**config.mk**
```make
export PLATFORM = sky130hd
export DESIGN_NAME = egq_egress_limit_regs
export DESIGN_NICKNAME = d
export VERILOG_FILES = /design/src/core/egq_pkg.sv /design/src/core/egq_shaper.sv /design/src/core/egq_egress_limit_regs.sv
export SDC_FILE = /design/constraint.sdc
export NUM_CORES = 2
export LEC_CHECK = 0
export BUFFER_PORTS_ARGS = -buffer_cell sky130_fd_sc_hd__buf_2
export CAP_MARGIN = 0
export CORE_AREA = 10 10 417 419
export DETAILED_ROUTE_END_ITERATION = 16
export DIE_AREA = 0 0 427 429
export GPL_TIMING_DRIVEN = 0
export SLEW_MARGIN = 10
export SYNTH_ARGS = -nofsm -noshare
export SYNTH_HDL_FRONTEND = slang
export SYNTH_SLANG_ARGS = --single-unit
```
**constraint.sdc**
```tcl
create_clock -name i_sys_clk -period 21.1 [get_ports i_sys_clk]
set_clock_uncertainty 0.1 [all_clocks]
set_input_delay 1.055 -clock i_sys_clk [delete_from_list [all_inputs] [get_ports i_sys_clk]]
set_output_delay 1.055 -clock i_sys_clk [all_outputs]
set_load 0.05 [all_outputs]
```
**src/core/egq_pkg.sv**
```systemverilog
/*
  constants, register indices and types of the egress queue rate limit block.
  assumes a 25 MHz system clock and word-addressed AXI4-Lite access (byte address = index * 4).
*/
`default_nettype none
package egq_pkg;
  // ==========================================================
  // sizes and timing
  localparam int NUM_PORTS      = 4;
  localparam int NUM_QUEUES     = 3;
  localparam int NUM_LIMITS     = NUM_PORTS * NUM_QUEUES;
  localparam int AXI_AW         = 10;
  localparam int CLK_PERIOD_NS  = 40;
  localparam int TICK_NS        = 1000;
  localparam int TICK_CYCLES    = (TICK_NS + CLK_PERIOD_NS - 1) / CLK_PERIOD_NS;
  // ==========================================================
  // register indices (byte address is four times the index)
  localparam logic [7:0] IDX_RSVD_BB = 8'hBB;
  localparam logic [7:0] IDX_RSVD_BC = 8'hBC;
  localparam logic [7:0] IDX_RSVD_BD = 8'hBD;
  localparam logic [7:0] IDX_P1_Q0   = 8'hCB;
  localparam logic [7:0] IDX_P1_Q1   = 8'hCC;
  localparam logic [7:0] IDX_P1_Q2   = 8'hCD;
  localparam logic [7:0] IDX_P2_Q0   = 8'hDB;
  localparam logic [7:0] IDX_P2_Q1   = 8'hDC;
  localparam logic [7:0] IDX_P2_Q2   = 8'hDD;
  localparam logic [7:0] IDX_P3_Q0   = 8'hEB;
  localparam logic [7:0] IDX_P3_Q1   = 8'hEC;
  localparam logic [7:0] IDX_P3_Q2   = 8'hED;
  localparam logic [7:0] IDX_P4_Q0   = 8'hFB;
  localparam logic [7:0] IDX_P4_Q1   = 8'hFC;
  localparam logic [7:0] IDX_P4_Q2   = 8'hFD;
  localparam logic [7:0] IDX_MODE    = 8'h40;
  localparam logic [7:0] IDX_STATUS  = 8'h41;
  localparam logic [NUM_LIMITS*8-1:0] LIMIT_IDX_TBL = {
    IDX_P4_Q2, IDX_P4_Q1, IDX_P4_Q0, IDX_P3_Q2, IDX_P3_Q1, IDX_P3_Q0,
    IDX_P2_Q2, IDX_P2_Q1, IDX_P2_Q0, IDX_P1_Q2, IDX_P1_Q1, IDX_P1_Q0};
  // ==========================================================
  // fields and reset values
  localparam int         LIMIT_W        = 7;
  localparam logic [6:0] LIMIT_RST      = 7'h00;
  localparam int         MODE_QM_LSB    = 0;
  localparam int         MODE_SPD_LSB   = 8;
  localparam logic [11:0] MODE_RST      = 12'hF00;
  // ==========================================================
  // rate code table
  localparam logic [6:0] CODE_LINE_100  = 7'h64;
  localparam logic [6:0] CODE_LINE_10   = 7'h0A;
  localparam logic [6:0] CODE_SUB_LO    = 7'h65;
  localparam logic [6:0] CODE_SUB_HI    = 7'h73;
  localparam logic [6:0] CODE_SUB_BASE  = 7'h64;
  localparam int         SUB_STEP_KBPS  = 64;
  localparam int         KBPS_PER_MBPS  = 1000;
  localparam int         RATE_W         = 17;
  localparam int         CREDIT_W       = 25;
  localparam int         BYTE_MILLIBITS = 8000;
  localparam int         CREDIT_CAP     = 12_288_000;
  // ==========================================================
  // enumerations
  localparam logic [1:0] RESP_OKAY      = 2'h0;
  localparam logic [1:0] RESP_SLVERR    = 2'h2;
  typedef enum logic [1:0] {
    QM_ONE  = 2'b00,
    QM_TWO  = 2'b01,
    QM_FOUR = 2'b10
  } egq_qmode_t;
  typedef enum logic [2:0] {
    RK_NONE   = 3'b000,
    RK_LIMIT  = 3'b001,
    RK_RSVD   = 3'b010,
    RK_MODE   = 3'b011,
    RK_STATUS = 3'b100
  } egq_kind_t;
endpackage
`default_nettype wire

```
**src/core/egq_shaper.sv**
```systemverilog
/*
  credit shaper for one egress queue: credit in millibits grows every
  microsecond by the rate in Kbps and falls by one byte per sent byte.
  assumes one byte pulse per transmitted byte and a one-microsecond tick.
*/
`timescale 1ns/100ps
`default_nettype none
module egq_shaper #(
  parameter int CREDIT_W = egq_pkg::CREDIT_W,
  parameter int CAP      = egq_pkg::CREDIT_CAP
) (
  input  wire logic       i_sys_clk,  // system clock
  input  wire logic       i_rst,      // synchronous reset, active high
  input  wire logic       i_tick,     // one-microsecond enable pulse
  input  wire logic [6:0] i_code,     // rate limit code
  input  wire logic       i_speed100, // 1: 100 Mbps, 0: 10 Mbps
  input  wire logic       i_exact,    // queue is the top one of its port
  input  wire logic       i_byte,     // one byte left this queue
  output logic            o_ok        // queue may transmit
);
  // ==========================================================
  // rate decode
  logic [egq_pkg::RATE_W-1:0] rate_kbps;
  logic                       unlimited;

  always_comb
  begin
    logic [6:0] line;
    line      = i_speed100 ? egq_pkg::CODE_LINE_100 : egq_pkg::CODE_LINE_10;
    rate_kbps = '0;
    unlimited = 1'b0;
    if (i_code == 7'h00 || i_code == line)
    begin
      unlimited = 1'b1;
    end
    else if (i_code < line)
    begin
      rate_kbps = egq_pkg::RATE_W'(i_code * egq_pkg::KBPS_PER_MBPS);
    end
    else if (i_code >= egq_pkg::CODE_SUB_LO && i_code <= egq_pkg::CODE_SUB_HI)
    begin
      rate_kbps = egq_pkg::RATE_W'((i_code - egq_pkg::CODE_SUB_BASE)
                                   * egq_pkg::SUB_STEP_KBPS);
    end
    else
    begin
      // codes with no table entry leave the queue unshaped
      unlimited = 1'b1;
    end
  end

  // ==========================================================
  // credit bucket
  logic signed [CREDIT_W-1:0] credit;
  logic signed [CREDIT_W:0]   next_credit;

  // every operand is signed, so an overdrawn credit widens as a negative
  // value instead of turning into a huge positive one
  always_comb
  begin
    next_credit = (CREDIT_W+1)'(credit);
    if (i_tick)
    begin
      next_credit = next_credit + $signed((CREDIT_W+1)'(rate_kbps));
    end
    if (i_byte)
    begin
      next_credit = next_credit - (CREDIT_W+1)'(egq_pkg::BYTE_MILLIBITS);
    end
    if (next_credit > (CREDIT_W+1)'(CAP))
    begin
      next_credit = (CREDIT_W+1)'(CAP);
    end
  end

  always_ff @(posedge i_sys_clk)
  begin
    if (i_rst || unlimited || !i_exact)
    begin
      credit <= '0;
    end
    else
    begin
      credit <= next_credit[CREDIT_W-1:0];
    end
  end

  // a frame may start while credit is not negative; it then overdraws
  assign o_ok = unlimited || !i_exact || (credit >= 0);
endmodule
`default_nettype wire

```
**src/core/egq_egress_limit_regs.sv**
```systemverilog
/*
  egress queue rate limit registers of a four-port switch with a per-queue
  shaper and a per-port queue selector, reached over AXI4-Lite.
  assumes one synchronous clock domain; queue 3 and the ratio scheduler for
  lower queues live outside this block.
*/
// Register access over AXI4-Lite is this design's own decision.
// Functional notes
// - one limit register per queue, each port
// - queue 0 limit bits 6-0, bit7 zero
// - queue 1 limit bits 6-0, bit7 zero
// - queue 2 limit bits 6-0, bit7 zero
// - top queue in use of each port shaped to its coded rate
// - four queues: queue 0 lowest priority
// - two queues: queue 0 low priority
// - four queues: queue 1 second lowest
// - two queues: queue 1 high priority
// - four queues: queue 2 second highest
// - codes 1..line-1 select that many Mbps
// - zero or line rate means unshaped
// - codes 101-115 give 64 Kbps steps
// - only top queue gets exact rate
`timescale 1ns/100ps
`default_nettype none
module egq_egress_limit_regs #(
  parameter int NUM_PORTS  = egq_pkg::NUM_PORTS,
  parameter int NUM_QUEUES = egq_pkg::NUM_QUEUES
) (
  input  wire logic                      i_sys_clk,     // system clock, 25 MHz
  input  wire logic                      i_rst,         // synchronous reset, active high
  input  wire logic [egq_pkg::AXI_AW-1:0] i_awaddr,     // write address
  input  wire logic                      i_awvalid,     // write address valid
  output logic                           o_awready,     // write address ready
  input  wire logic [31:0]               i_wdata,       // write data
  input  wire logic [3:0]                i_wstrb,       // write byte strobes
  input  wire logic                      i_wvalid,      // write data valid
  output logic                           o_wready,      // write data ready
  output logic [1:0]                     o_bresp,       // write response
  output logic                           o_bvalid,      // write response valid
  input  wire logic                      i_bready,      // write response ready
  input  wire logic [egq_pkg::AXI_AW-1:0] i_araddr,     // read address
  input  wire logic                      i_arvalid,     // read address valid
  output logic                           o_arready,     // read address ready
  output logic [31:0]                    o_rdata,       // read data
  output logic [1:0]                     o_rresp,       // read response
  output logic                           o_rvalid,      // read data valid
  input  wire logic                      i_rready,      // read data ready
  input  wire logic [NUM_PORTS*NUM_QUEUES-1:0] i_pending, // queue holds a frame
  input  wire logic [NUM_PORTS*NUM_QUEUES-1:0] i_byte_sent, // byte left a queue
  output logic [NUM_PORTS*NUM_QUEUES-1:0] o_permit,     // shaper allows queue
  output logic [NUM_PORTS*2-1:0]         o_sel_queue,   // chosen queue per port
  output logic [NUM_PORTS-1:0]           o_sel_valid    // a queue is chosen
);
  localparam int NL = NUM_PORTS * NUM_QUEUES;

  // ==========================================================
  // functions
  function automatic egq_pkg::egq_kind_t decode(input logic [egq_pkg::AXI_AW-1:0] addr,
                                                output logic [3:0] slot);
    logic [7:0] idx;
    egq_pkg::egq_kind_t kind;
    idx  = addr[egq_pkg::AXI_AW-1:2];
    kind = egq_pkg::RK_NONE;
    slot = 4'h0;
    for (int i = 0; i < NL; i++)
    begin
      if (idx == egq_pkg::LIMIT_IDX_TBL[i*8 +: 8])
      begin
        kind = egq_pkg::RK_LIMIT;
        slot = 4'(i);
      end
    end
    if (idx == egq_pkg::IDX_RSVD_BB || idx == egq_pkg::IDX_RSVD_BC
        || idx == egq_pkg::IDX_RSVD_BD)
    begin
      kind = egq_pkg::RK_RSVD;
    end
    if (idx == egq_pkg::IDX_MODE)
    begin
      kind = egq_pkg::RK_MODE;
    end
    if (idx == egq_pkg::IDX_STATUS)
    begin
      kind = egq_pkg::RK_STATUS;
    end
    return kind;
  endfunction

  // queues in use; an illegal mode code falls back to one queue
  function automatic int queue_count(input logic [1:0] qm);
    int n;
    unique case (egq_pkg::egq_qmode_t'(qm))
      egq_pkg::QM_TWO:  n = 2;
      egq_pkg::QM_FOUR: n = 4;
      default:          n = 1;
    endcase
    return n;
  endfunction

  // ==========================================================
  // register storage
  logic [6:0]  limit [NL];
  logic [11:0] mode;
  logic        do_write;
  logic [3:0]  w_slot;
  egq_pkg::egq_kind_t w_kind;

  // ==========================================================
  // write channel: address and data are taken in either order
  logic                      aw_held;
  logic [egq_pkg::AXI_AW-1:0] aw_addr;
  logic                      w_held;
  logic [31:0]               w_data;
  logic [3:0]                w_strb;

  // each channel parks one beat until its partner arrives; both stay shut
  // while a response waits, so only one write is ever under way
  assign o_awready = !aw_held && !o_bvalid;
  assign o_wready  = !w_held && !o_bvalid;
  assign do_write  = aw_held && w_held && !o_bvalid;

  always_ff @(posedge i_sys_clk)
  begin
    if (i_rst)
    begin
      aw_held <= 1'b0;
      aw_addr <= '0;
    end
    else if (i_awvalid && o_awready)
    begin
      aw_held <= 1'b1;
      aw_addr <= i_awaddr;
    end
    else if (do_write)
    begin
      aw_held <= 1'b0;
    end
  end

  always_ff @(posedge i_sys_clk)
  begin
    if (i_rst)
    begin
      w_held <= 1'b0;
      w_data <= '0;
      w_strb <= '0;
    end
    else if (i_wvalid && o_wready)
    begin
      w_held <= 1'b1;
      w_data <= i_wdata;
      w_strb <= i_wstrb;
    end
    else if (do_write)
    begin
      w_held <= 1'b0;
    end
  end

  always_comb
  begin
    w_kind = decode(aw_addr, w_slot);
  end

  always_ff @(posedge i_sys_clk)
  begin
    if (i_rst)
    begin
      o_bvalid <= 1'b0;
      o_bresp  <= egq_pkg::RESP_OKAY;
    end
    else if (do_write)
    begin
      o_bvalid <= 1'b1;
      o_bresp  <= (w_kind == egq_pkg::RK_NONE) ? egq_pkg::RESP_SLVERR
                                               : egq_pkg::RESP_OKAY;
    end
    else if (i_bready)
    begin
      o_bvalid <= 1'b0;
    end
  end

  // limit fields hold 7 bits; bit 7 of the byte is dropped
  always_ff @(posedge i_sys_clk)
  begin
    if (i_rst)
    begin
      for (int i = 0; i < NL; i++)
      begin
        limit[i] <= egq_pkg::LIMIT_RST;
      end
    end
    else if (do_write && w_kind == egq_pkg::RK_LIMIT && w_strb[0])
    begin
      limit[w_slot] <= w_data[6:0];
    end
  end

  always_ff @(posedge i_sys_clk)
  begin
    if (i_rst)
    begin
      mode <= egq_pkg::MODE_RST;
    end
    else if (do_write && w_kind == egq_pkg::RK_MODE)
    begin
      if (w_strb[0])
      begin
        mode[7:0] <= w_data[7:0];
      end
      if (w_strb[1])
      begin
        mode[11:8] <= w_data[11:8];
      end
    end
  end

  // ==========================================================
  // read channel
  logic [3:0]  r_slot;
  logic [31:0] r_data;
  egq_pkg::egq_kind_t r_kind;

  // data are captured with the address, so rvalid rises one edge later
  assign o_arready = !o_rvalid;

  always_comb
  begin
    r_kind = decode(i_araddr, r_slot);
    unique case (r_kind)
      egq_pkg::RK_LIMIT:  r_data = {25'h0, limit[r_slot]};
      egq_pkg::RK_MODE:   r_data = {20'h0, mode};
      egq_pkg::RK_STATUS: r_data = {{(32-NL){1'b0}}, o_permit};
      default:            r_data = 32'h0;
    endcase
  end

  always_ff @(posedge i_sys_clk)
  begin
    if (i_rst)
    begin
      o_rvalid <= 1'b0;
      o_rdata  <= '0;
      o_rresp  <= egq_pkg::RESP_OKAY;
    end
    else if (i_arvalid && o_arready)
    begin
      o_rvalid <= 1'b1;
      o_rdata  <= r_data;
      o_rresp  <= (r_kind == egq_pkg::RK_NONE) ? egq_pkg::RESP_SLVERR
                                               : egq_pkg::RESP_OKAY;
    end
    else if (i_rready)
    begin
      o_rvalid <= 1'b0;
    end
  end

  // ==========================================================
  // microsecond tick for the shapers
  logic [4:0] tick_cnt;
  logic       tick;

  // free-running divider: its phase is not tied to any write, so a new
  // limit may earn its first credit anywhere inside the first microsecond
  assign tick = (tick_cnt == 5'(egq_pkg::TICK_CYCLES - 1));

  always_ff @(posedge i_sys_clk)
  begin
    if (i_rst || tick)
    begin
      tick_cnt <= '0;
    end
    else
    begin
      tick_cnt <= tick_cnt + 5'h01;
    end
  end

  // ==========================================================
  // shapers: one per queue of each port
  logic [NL-1:0] exact;
  logic [NL-1:0] in_use;

  // queue number equals its rank from the bottom in every mode, so the
  // top queue in use is queue_count - 1; with four queues that is queue 3,
  // which lies outside, and all of ours then run on the ratio scheduler
  always_comb
  begin
    for (int p = 0; p < NUM_PORTS; p++)
    begin
      for (int q = 0; q < NUM_QUEUES; q++)
      begin
        in_use[p*NUM_QUEUES+q] = q < queue_count(mode[p*2 +: 2]);
        exact[p*NUM_QUEUES+q]  = q == queue_count(mode[p*2 +: 2]) - 1;
      end
    end
  end

  for (genvar g = 0; g < NL; g++)
  begin : g_shaper
    egq_shaper u_shaper (
      .i_sys_clk  (i_sys_clk),
      .i_rst      (i_rst),
      .i_tick     (tick),
      .i_code     (limit[g]),
      .i_speed100 (mode[egq_pkg::MODE_SPD_LSB + g / NUM_QUEUES]),
      .i_exact    (exact[g]),
      .i_byte     (i_byte_sent[g]),
      .o_ok       (o_permit[g])
    );
  end

  // ==========================================================
  // per-port selection: highest-ranked pending queue the shaper allows
  // queues outside the port's mode never win, whatever they have pending
  always_ff @(posedge i_sys_clk)
  begin
    if (i_rst)
    begin
      o_sel_queue <= '0;
      o_sel_valid <= '0;
    end
    else
    begin
      for (int p = 0; p < NUM_PORTS; p++)
      begin
        o_sel_valid[p]       <= 1'b0;
        o_sel_queue[p*2 +: 2] <= 2'h0;
        for (int q = 0; q < NUM_QUEUES; q++)
        begin
          if (i_pending[p*NUM_QUEUES+q] && in_use[p*NUM_QUEUES+q]
              && o_permit[p*NUM_QUEUES+q])
          begin
            o_sel_valid[p]        <= 1'b1;
            o_sel_queue[p*2 +: 2] <= 2'(q);
          end
        end
      end
    end
  end
endmodule
`default_nettype wire

```
Word level (Yosys, flattened, before mapping). Memories as Yosys holds them, arrays and structs flattened. Index checks and enable logic that the tools add are counted.

Add/sub/neg operators: 41. Multiply operators: 12. Order comparisons: 72. Eq/ne operators: 68. Multiplexer cells: 206. Reductions and logical operators: 168.

Operator list (number): two-way mux 26 bit (24); two-way mux 17 bit (36); adder 25 x 18 -> 26 bit (12); > comparator 26 x 25 -> 1 bit, second input constant (12); subtractor 26 x 14 -> 26 bit, second input constant (12); greater-or-equal comparator 25 x 1 -> 1 bit, second input constant (12); two-way mux 24 bit (12); == test 8 bit, second input constant (30); multiplier 7 x 7 -> 14 bit, second input constant (12); == test 2 x 32 -> 1 bit, first input constant (4); == test 3 x 32 -> 1 bit, first input constant (4); logical NOT 32 bit (4); < comparator 1 x 32 -> 1 bit, first input constant (4); < comparator 2 x 32 -> 1 bit, first input constant (4); < comparator 3 x 32 -> 1 bit, first input constant (4); subtractor 32 x 2 -> 32 bit, second input constant (4); subtractor 7 x 7 -> 8 bit, second input constant (12); == test 7 bit (12); greater-or-equal comparator 7 bit, second input constant (12); <= comparator 7 bit, second input constant (12); logical NOT 7 bit (12); < comparator 7 bit (12); two-way mux 3 bit (28); two-way mux 4 bit (21); other kinds (21) (256).

Register bits after elaboration: 393. Memory bits (writable): 84. Bits of input ports: 87. Memories: 1.

Memory list: limit (words 12, bits a word 7, rd ports 13, clocked after memory_dff 0, wr ports 12, RTL line egq_egress_limit_regs.sv:102) `logic [6:0] limit [NL];`.

Longest topological paths before layout.
Depth in word-level cells: 24. Depth in mapped cells: 37. Mapped depth without buffers: 33.

Hierarchy. From an unflattened synthesis, not the netlist that was laid out.

Cell total of the unflattened synthesis: 7457. Area, all modules: 61546.5 um^2.

By module, submodules not included: egq_shaper (g_shaper[0].u_shaper ...) (instances 5, cells an instance 567, area each 4553.1 um^2); egq_shaper (g_shaper[7].u_shaper ...) (instances 2, cells an instance 565, area each 4515.6 um^2); egq_egress_limit_regs (instances 1, cells an instance 772, area each 7643.6 um^2); egq_shaper (g_shaper[2].u_shaper) (instances 1, cells an instance 548, area each 4545.6 um^2); egq_shaper (g_shaper[10].u_shaper) (instances 1, cells an instance 554, area each 4543.1 um^2); egq_shaper (g_shaper[6].u_shaper) (instances 1, cells an instance 519, area each 4356.7 um^2); egq_shaper (g_shaper[1].u_shaper) (instances 1, cells an instance 550, area each 4337.9 um^2); egq_shaper (g_shaper[9].u_shaper) (instances 1, cells an instance 549, area each 4322.9 um^2).

Least setup slack after synthesis. OpenSTA, ideal clock, no wires.

Kind: register to register. Start point: memory limit[2][0]. End point: register g_shaper[2].u_shaper.credit[10]. Setup time: 0.132 ns. Arrival: 7.634 ns. Path slack: 13.234 ns. Cell stages (with the launch flop): 30. Path buffers: 1. Clock period less this slack: 7.866 ns. Path through: edfxtp_1 -> fa_1 -> fa_1 -> inv_1 -> fa_1 -> fa_1 -> inv_1 -> ha_1 -> o21ai_0 -> nand2b_1 -> a21o_1 -> a21o_1 -> a21o_1 -> a21o_1 -> a21o_1 -> a21oi_1 -> xnor2_1 -> a21oi_1 -> ha_1 -> nor4_1 -> nand2b_1 -> o32ai_1 -> nor3_1 -> xnor2_1 -> nand4b_1 -> nor3_1 -> mux2_2 -> a2111oi_2 -> clkbuf_1 -> nor3_1.

RTL lines: start, declared (RTL line egq_egress_limit_regs.sv:102); end signal, assigned (RTL line egq_shaper.sv:84) `credit <= next_credit[CREDIT_W-1:0];`; end, declared (RTL line egq_shaper.sv:54) `logic signed [CREDIT_W-1:0] credit;`.

Worst setup path in the final report.
Start point: register tick_cnt[0]. End point: register g_shaper[1].u_shaper.credit[19].

Word-level cells in the longest chain between the ends: 6.

RTL lines: start, declared (RTL line egq_egress_limit_regs.sv:262) `logic [4:0] tick_cnt;`; start signal, assigned (RTL line egq_egress_limit_regs.sv:277) `tick_cnt <= tick_cnt + 5'h01;`; == test 5 bit * (RTL line egq_egress_limit_regs.sv:267) `assign tick = (tick_cnt == 5'(egq_pkg::TICK_CYCLES - 1));`; two-way mux 26 bit * (RTL line egq_shaper.sv:62) `if (i_tick)`; subtractor 26 x 14 -> 26 bit (RTL line egq_shaper.sv:68) `next_credit = next_credit - (CREDIT_W+1)'(egq_pkg::BYTE_MILLIBITS);`; two-way mux 26 bit * (RTL line egq_shaper.sv:66) `if (i_byte)`; > comparator 26 x 25 -> 1 bit (RTL line egq_shaper.sv:70) `if (next_credit > (CREDIT_W+1)'(CAP))`; two-way mux 24 bit * (RTL line egq_shaper.sv:70); end signal, assigned (RTL line egq_shaper.sv:84); end, declared (RTL line egq_shaper.sv:54).

Every way passes the cells marked *; elsewhere a longest branch is shown, timed or not. A chain may end at the register's enable or synchronous reset.

==> results.cfg <==
[route]
ant_nets = 0
via_count = 54000
viasPerCell = 5.68
dr.pass1.iters = 5
wl_per_cell_um = 21.7
drc = 0
wl_mm = 206
drt_iter0_markers = 4734

[clock_network]
clock_latency_ps = 710
cts_max_level = 2
clk_pin_slew_ps = 70
cts_hold_buf = 0
cts_root_buffer = clkbuf_16
cts-buffers-inserted = 55
cts_tree = done
post_cts_buffers = 0
cts_sinks = 417
cts_resized = 0
cts_max_path_buffers = 3

[yosys]
yosys.area.top_type = ha_1
synthSimpleGateAreaFrac_pct = 21.1
synth_seq_cells = 417
postSynthAreaPerCell_sq_um = 8.15
synth_cells = 7068
synth_area_leaders = ha_1 18%, dfxtp_1 12%, fa_1 7.9%, xnor2_1 5.3%, edfxtp_1 4.4%
ys_warn_count = 0
syn-cell-area_sq_mm = 0.0576
synthXorXnorAreaFrac_pct = 8.11
synth_top_family_by_area = adder cells
synth-async-reset-ratio_pct = 0
ys_types = 122
synthMuxAreaShare_pct = 2.56
synth_edf_count = 84
synthAdderAreaFrac_pct = 25.5
synth_ff_type = dfxtp_1
synth_compound_area_share_pct = 20.7
synth_top_area_share_pct = 17.6
synth-seq-area-share_pct = 16.0

[setup_path]
slowest_stage = buf_1
crit_type = reg2reg
cp-end-kind = flop
path_buf_inv = 13
rrSetupSlack_ps = 10630
path_max_fanout = 11
rr_startpoint = tick_cnt[0]$_SDFF_PP0_
arrival_ps = 10910
ff2ff_path_depth = 25
worst_setup_path_start_kind = flop
cpPeakStageDelay_ps = 1120
reg2reg_to = g_shaper[1].u_shaper.credit[19]$_SDFF_PP0_
cp_top_family = buffers and inverters
cp.required_ps = 21540
cp_common_cell = buf_4

[cells_and_area]
final_cell_mix = 809 x ha_1, 570 x inv_1, 529 x nand2_1
final_cells = 9505
final_common_cell = ha_1
drive_gt1_share_pct = 6.59
synthToLayoutAreaGrowth_pct = 9.23
final_nets = 8371

[global_routing]
grtUsageMet2_pct = 34.2
grt_max_degree = 16
grt.total_usage_pct = 21.5
grt_pass1_vias = 50900
overflow = 0
grt_antenna_before_repair = 18
grt_busiest_layer = met2
grt_use_met3_pct = 2.82
grt_pass1_wl_mm = 310
grt_util_met1_pct = 27.9

[status]
status = completed

[min_path]
hp-start = w_data[11]$_SDFFE_PP0P_
hp-class = reg2reg
hold_depth = 2
hold_end = w_data[11]$_SDFFE_PP0P_

[floorplanning]
io_pins = 152
start_util_pct = 34.7
die_h_um = 429
num_rows = 150
core_sq_mm = 0.166
dieWidth_um = 427
design.die.area_sq_mm = 0.183

[timing]
worstMarginPinSlew_ps = 1460
tns_ps = 0
grt_setup_unrepaired = false
drv_slew = 0
slew_headroom_pct = 2.68
hold_violations = 0
setup_viol = 0
fin_crit_ps = 10470
fmax_mhz = 95.5
worst_slack_ps = 10630
finalCritPeriodShare_pct = 49.6

[power_and_ir_drop]
p_int_uw = 2270
p_comb_share_pct = 51.8
peakVddDrop_uv = 75.6
p_per_area_mw_per_mm2 = 64.3
p_sw_uw = 1770
p_leak_uw = 0.0277
sw_frac_of_total_pct = 43.8
pwr-share-clk_pct = 25.2
power_frac_seq_pct = 23.1

[placed_design]
post-place-ws_ps = 11050
gp_congestion = 0.963
dpl.cell_count = 9394
dp_hpwl_mm = 161
io_buffer_count = 97

[flow_run]
maxCapViolCount = 0
## cells in the mapped netlist (69+ instances only)
cell type,number
a21o_1,151
nand3_1,170
a21oi_1,479
nand2b_1,71
mux2i_1,85
and3_1,98
fa_1,228
inv_1,570
nor2b_1,88
o21a_1,108
dfxtp_1,333
edfxtp_1,84
nor3_1,234
and2_1,136
nand4_1,97
a211oi_1,114
clkbuf_1,147
xnor2_1,349
ha_1,809
nor2_1,504
a31oi_1,69
nand2_1,529
o21ai_0,241
or3_1,72
xor2_1,184
## worst register-to-register path, stage by stage, from the launching register on
cell and delay, ps:
dfxtp_1 340, inv_1 70, ha_1 190, and4b_1 270
buf_2 260, buf_6 260, buf_4 490, buf_6 390
buf_4 480, buf_4 490, buf_4 510, clkbuf_2 730
buf_2 620, buf_1 1130, buf_1 810, a21oi_1 180
ha_1 290, nand2b_1 220, or4_1 530, a2111oi_0 620
o221ai_1 300, o211ai_1 160, a211oi_1 110, nor2_2 390
buf_4 290, a21oi_1 100
## kinds of logic after synthesis
kind of cell / after synthesis
XOR/XNOR: 533
adder cells (fa/ha/maj): 1037
flip-flops: 417
multiplexers: 123
AND/OR/NAND/NOR: 2355
other: 1
AO/OA/AOI/OAI: 1756
buffers and inverters: 846
## metal layers
metal | vias to the layer above | wire length [um] | share of wire, %
met5 | - | 40 | 0.019
met4 | 6 | 13500 | 6.5
met3 | 375 | 13100 | 6.4
met2 | 1821 | 91800 | 44
met1 | 26000 | 87900 | 43
li1 | 25800 | - | -
## registers in the layout, indices dropped and copies added (netlist names)
register and cells:
w_held 1, mode 12, aw_held 1, o_rvalid 1
o_bvalid 1, o_rresp 1, o_rdata 12, w_strb 2
limit 84, g_shaper.u_shaper.credit 264, o_bresp 1, w_data 12
tick_cnt 5, o_sel_valid 4, aw_addr 8, o_sel_queue 8
## worst max-delay path by stage
stage	startpoint	endpoint	slack, ps	depth (start not counted)
after global routing	limit[2][4]$_SDFFCE_PN0P_	g_shaper[2].u_shaper.credit[13]$_SDFF_PP0_	10850	30
after detailed placement	tick_cnt[0]$_SDFF_PP0_	g_shaper[1].u_shaper.credit[16]$_SDFF_PP0_	11050	25
final	tick_cnt[0]$_SDFF_PP0_	g_shaper[1].u_shaper.credit[19]$_SDFF_PP0_	10630	25
after CTS	tick_cnt[0]$_SDFF_PP0_	g_shaper[1].u_shaper.credit[20]$_SDFF_PP0_	11040	25
after floorplan	limit[2][0]$_SDFFCE_PN0P_	g_shaper[2].u_shaper.credit[10]$_SDFF_PP0_	13230	29
after global placement	tick_cnt[0]$_SDFF_PP0_	g_shaper[1].u_shaper.credit[16]$_SDFF_PP0_	10470	25
## layout make-up
cell class	instances	area [sq um]
sequential	417	9190
inverter	571	2140
buffer	275	1360
clock buffer	72	1490
timing repair buffer	101	552
clock inverter	32	390
tap	2204	2760
fill	17100	103000
antenna	7	17.5
multi-input combinational	5826	45000
## power groups by stage
stage / Combinational (uW) / Sequential (uW) / Clock, uW
after CTS: 2060 / 930 / 1040
after detailed placement: 2050 / 947 / 0
after global placement: 2020 / 947 / 0
after global routing: 2340 / 937 / 1070
final: 2090 / 932 / 1020
after floorplan: 1630 / 925 / 0
## metrics by stage
stage | cell area, sq um | power [uW] | util (%) | hold slack [ps]
2_1_floorplan | 57700 | 2550 | - | 332
3_3_place_gp | 60900 | 2970 | 36.7 | 348
3_5_place_dp | 61000 | 2990 | 36.8 | 349
4_1_cts | 62900 | 4030 | 37.9 | 358
5_1_grt | 62900 | 4340 | 37.9 | 379
6_report | 62900 | 4050 | 37.9 | 360
(Power assumes the default switching activity.)
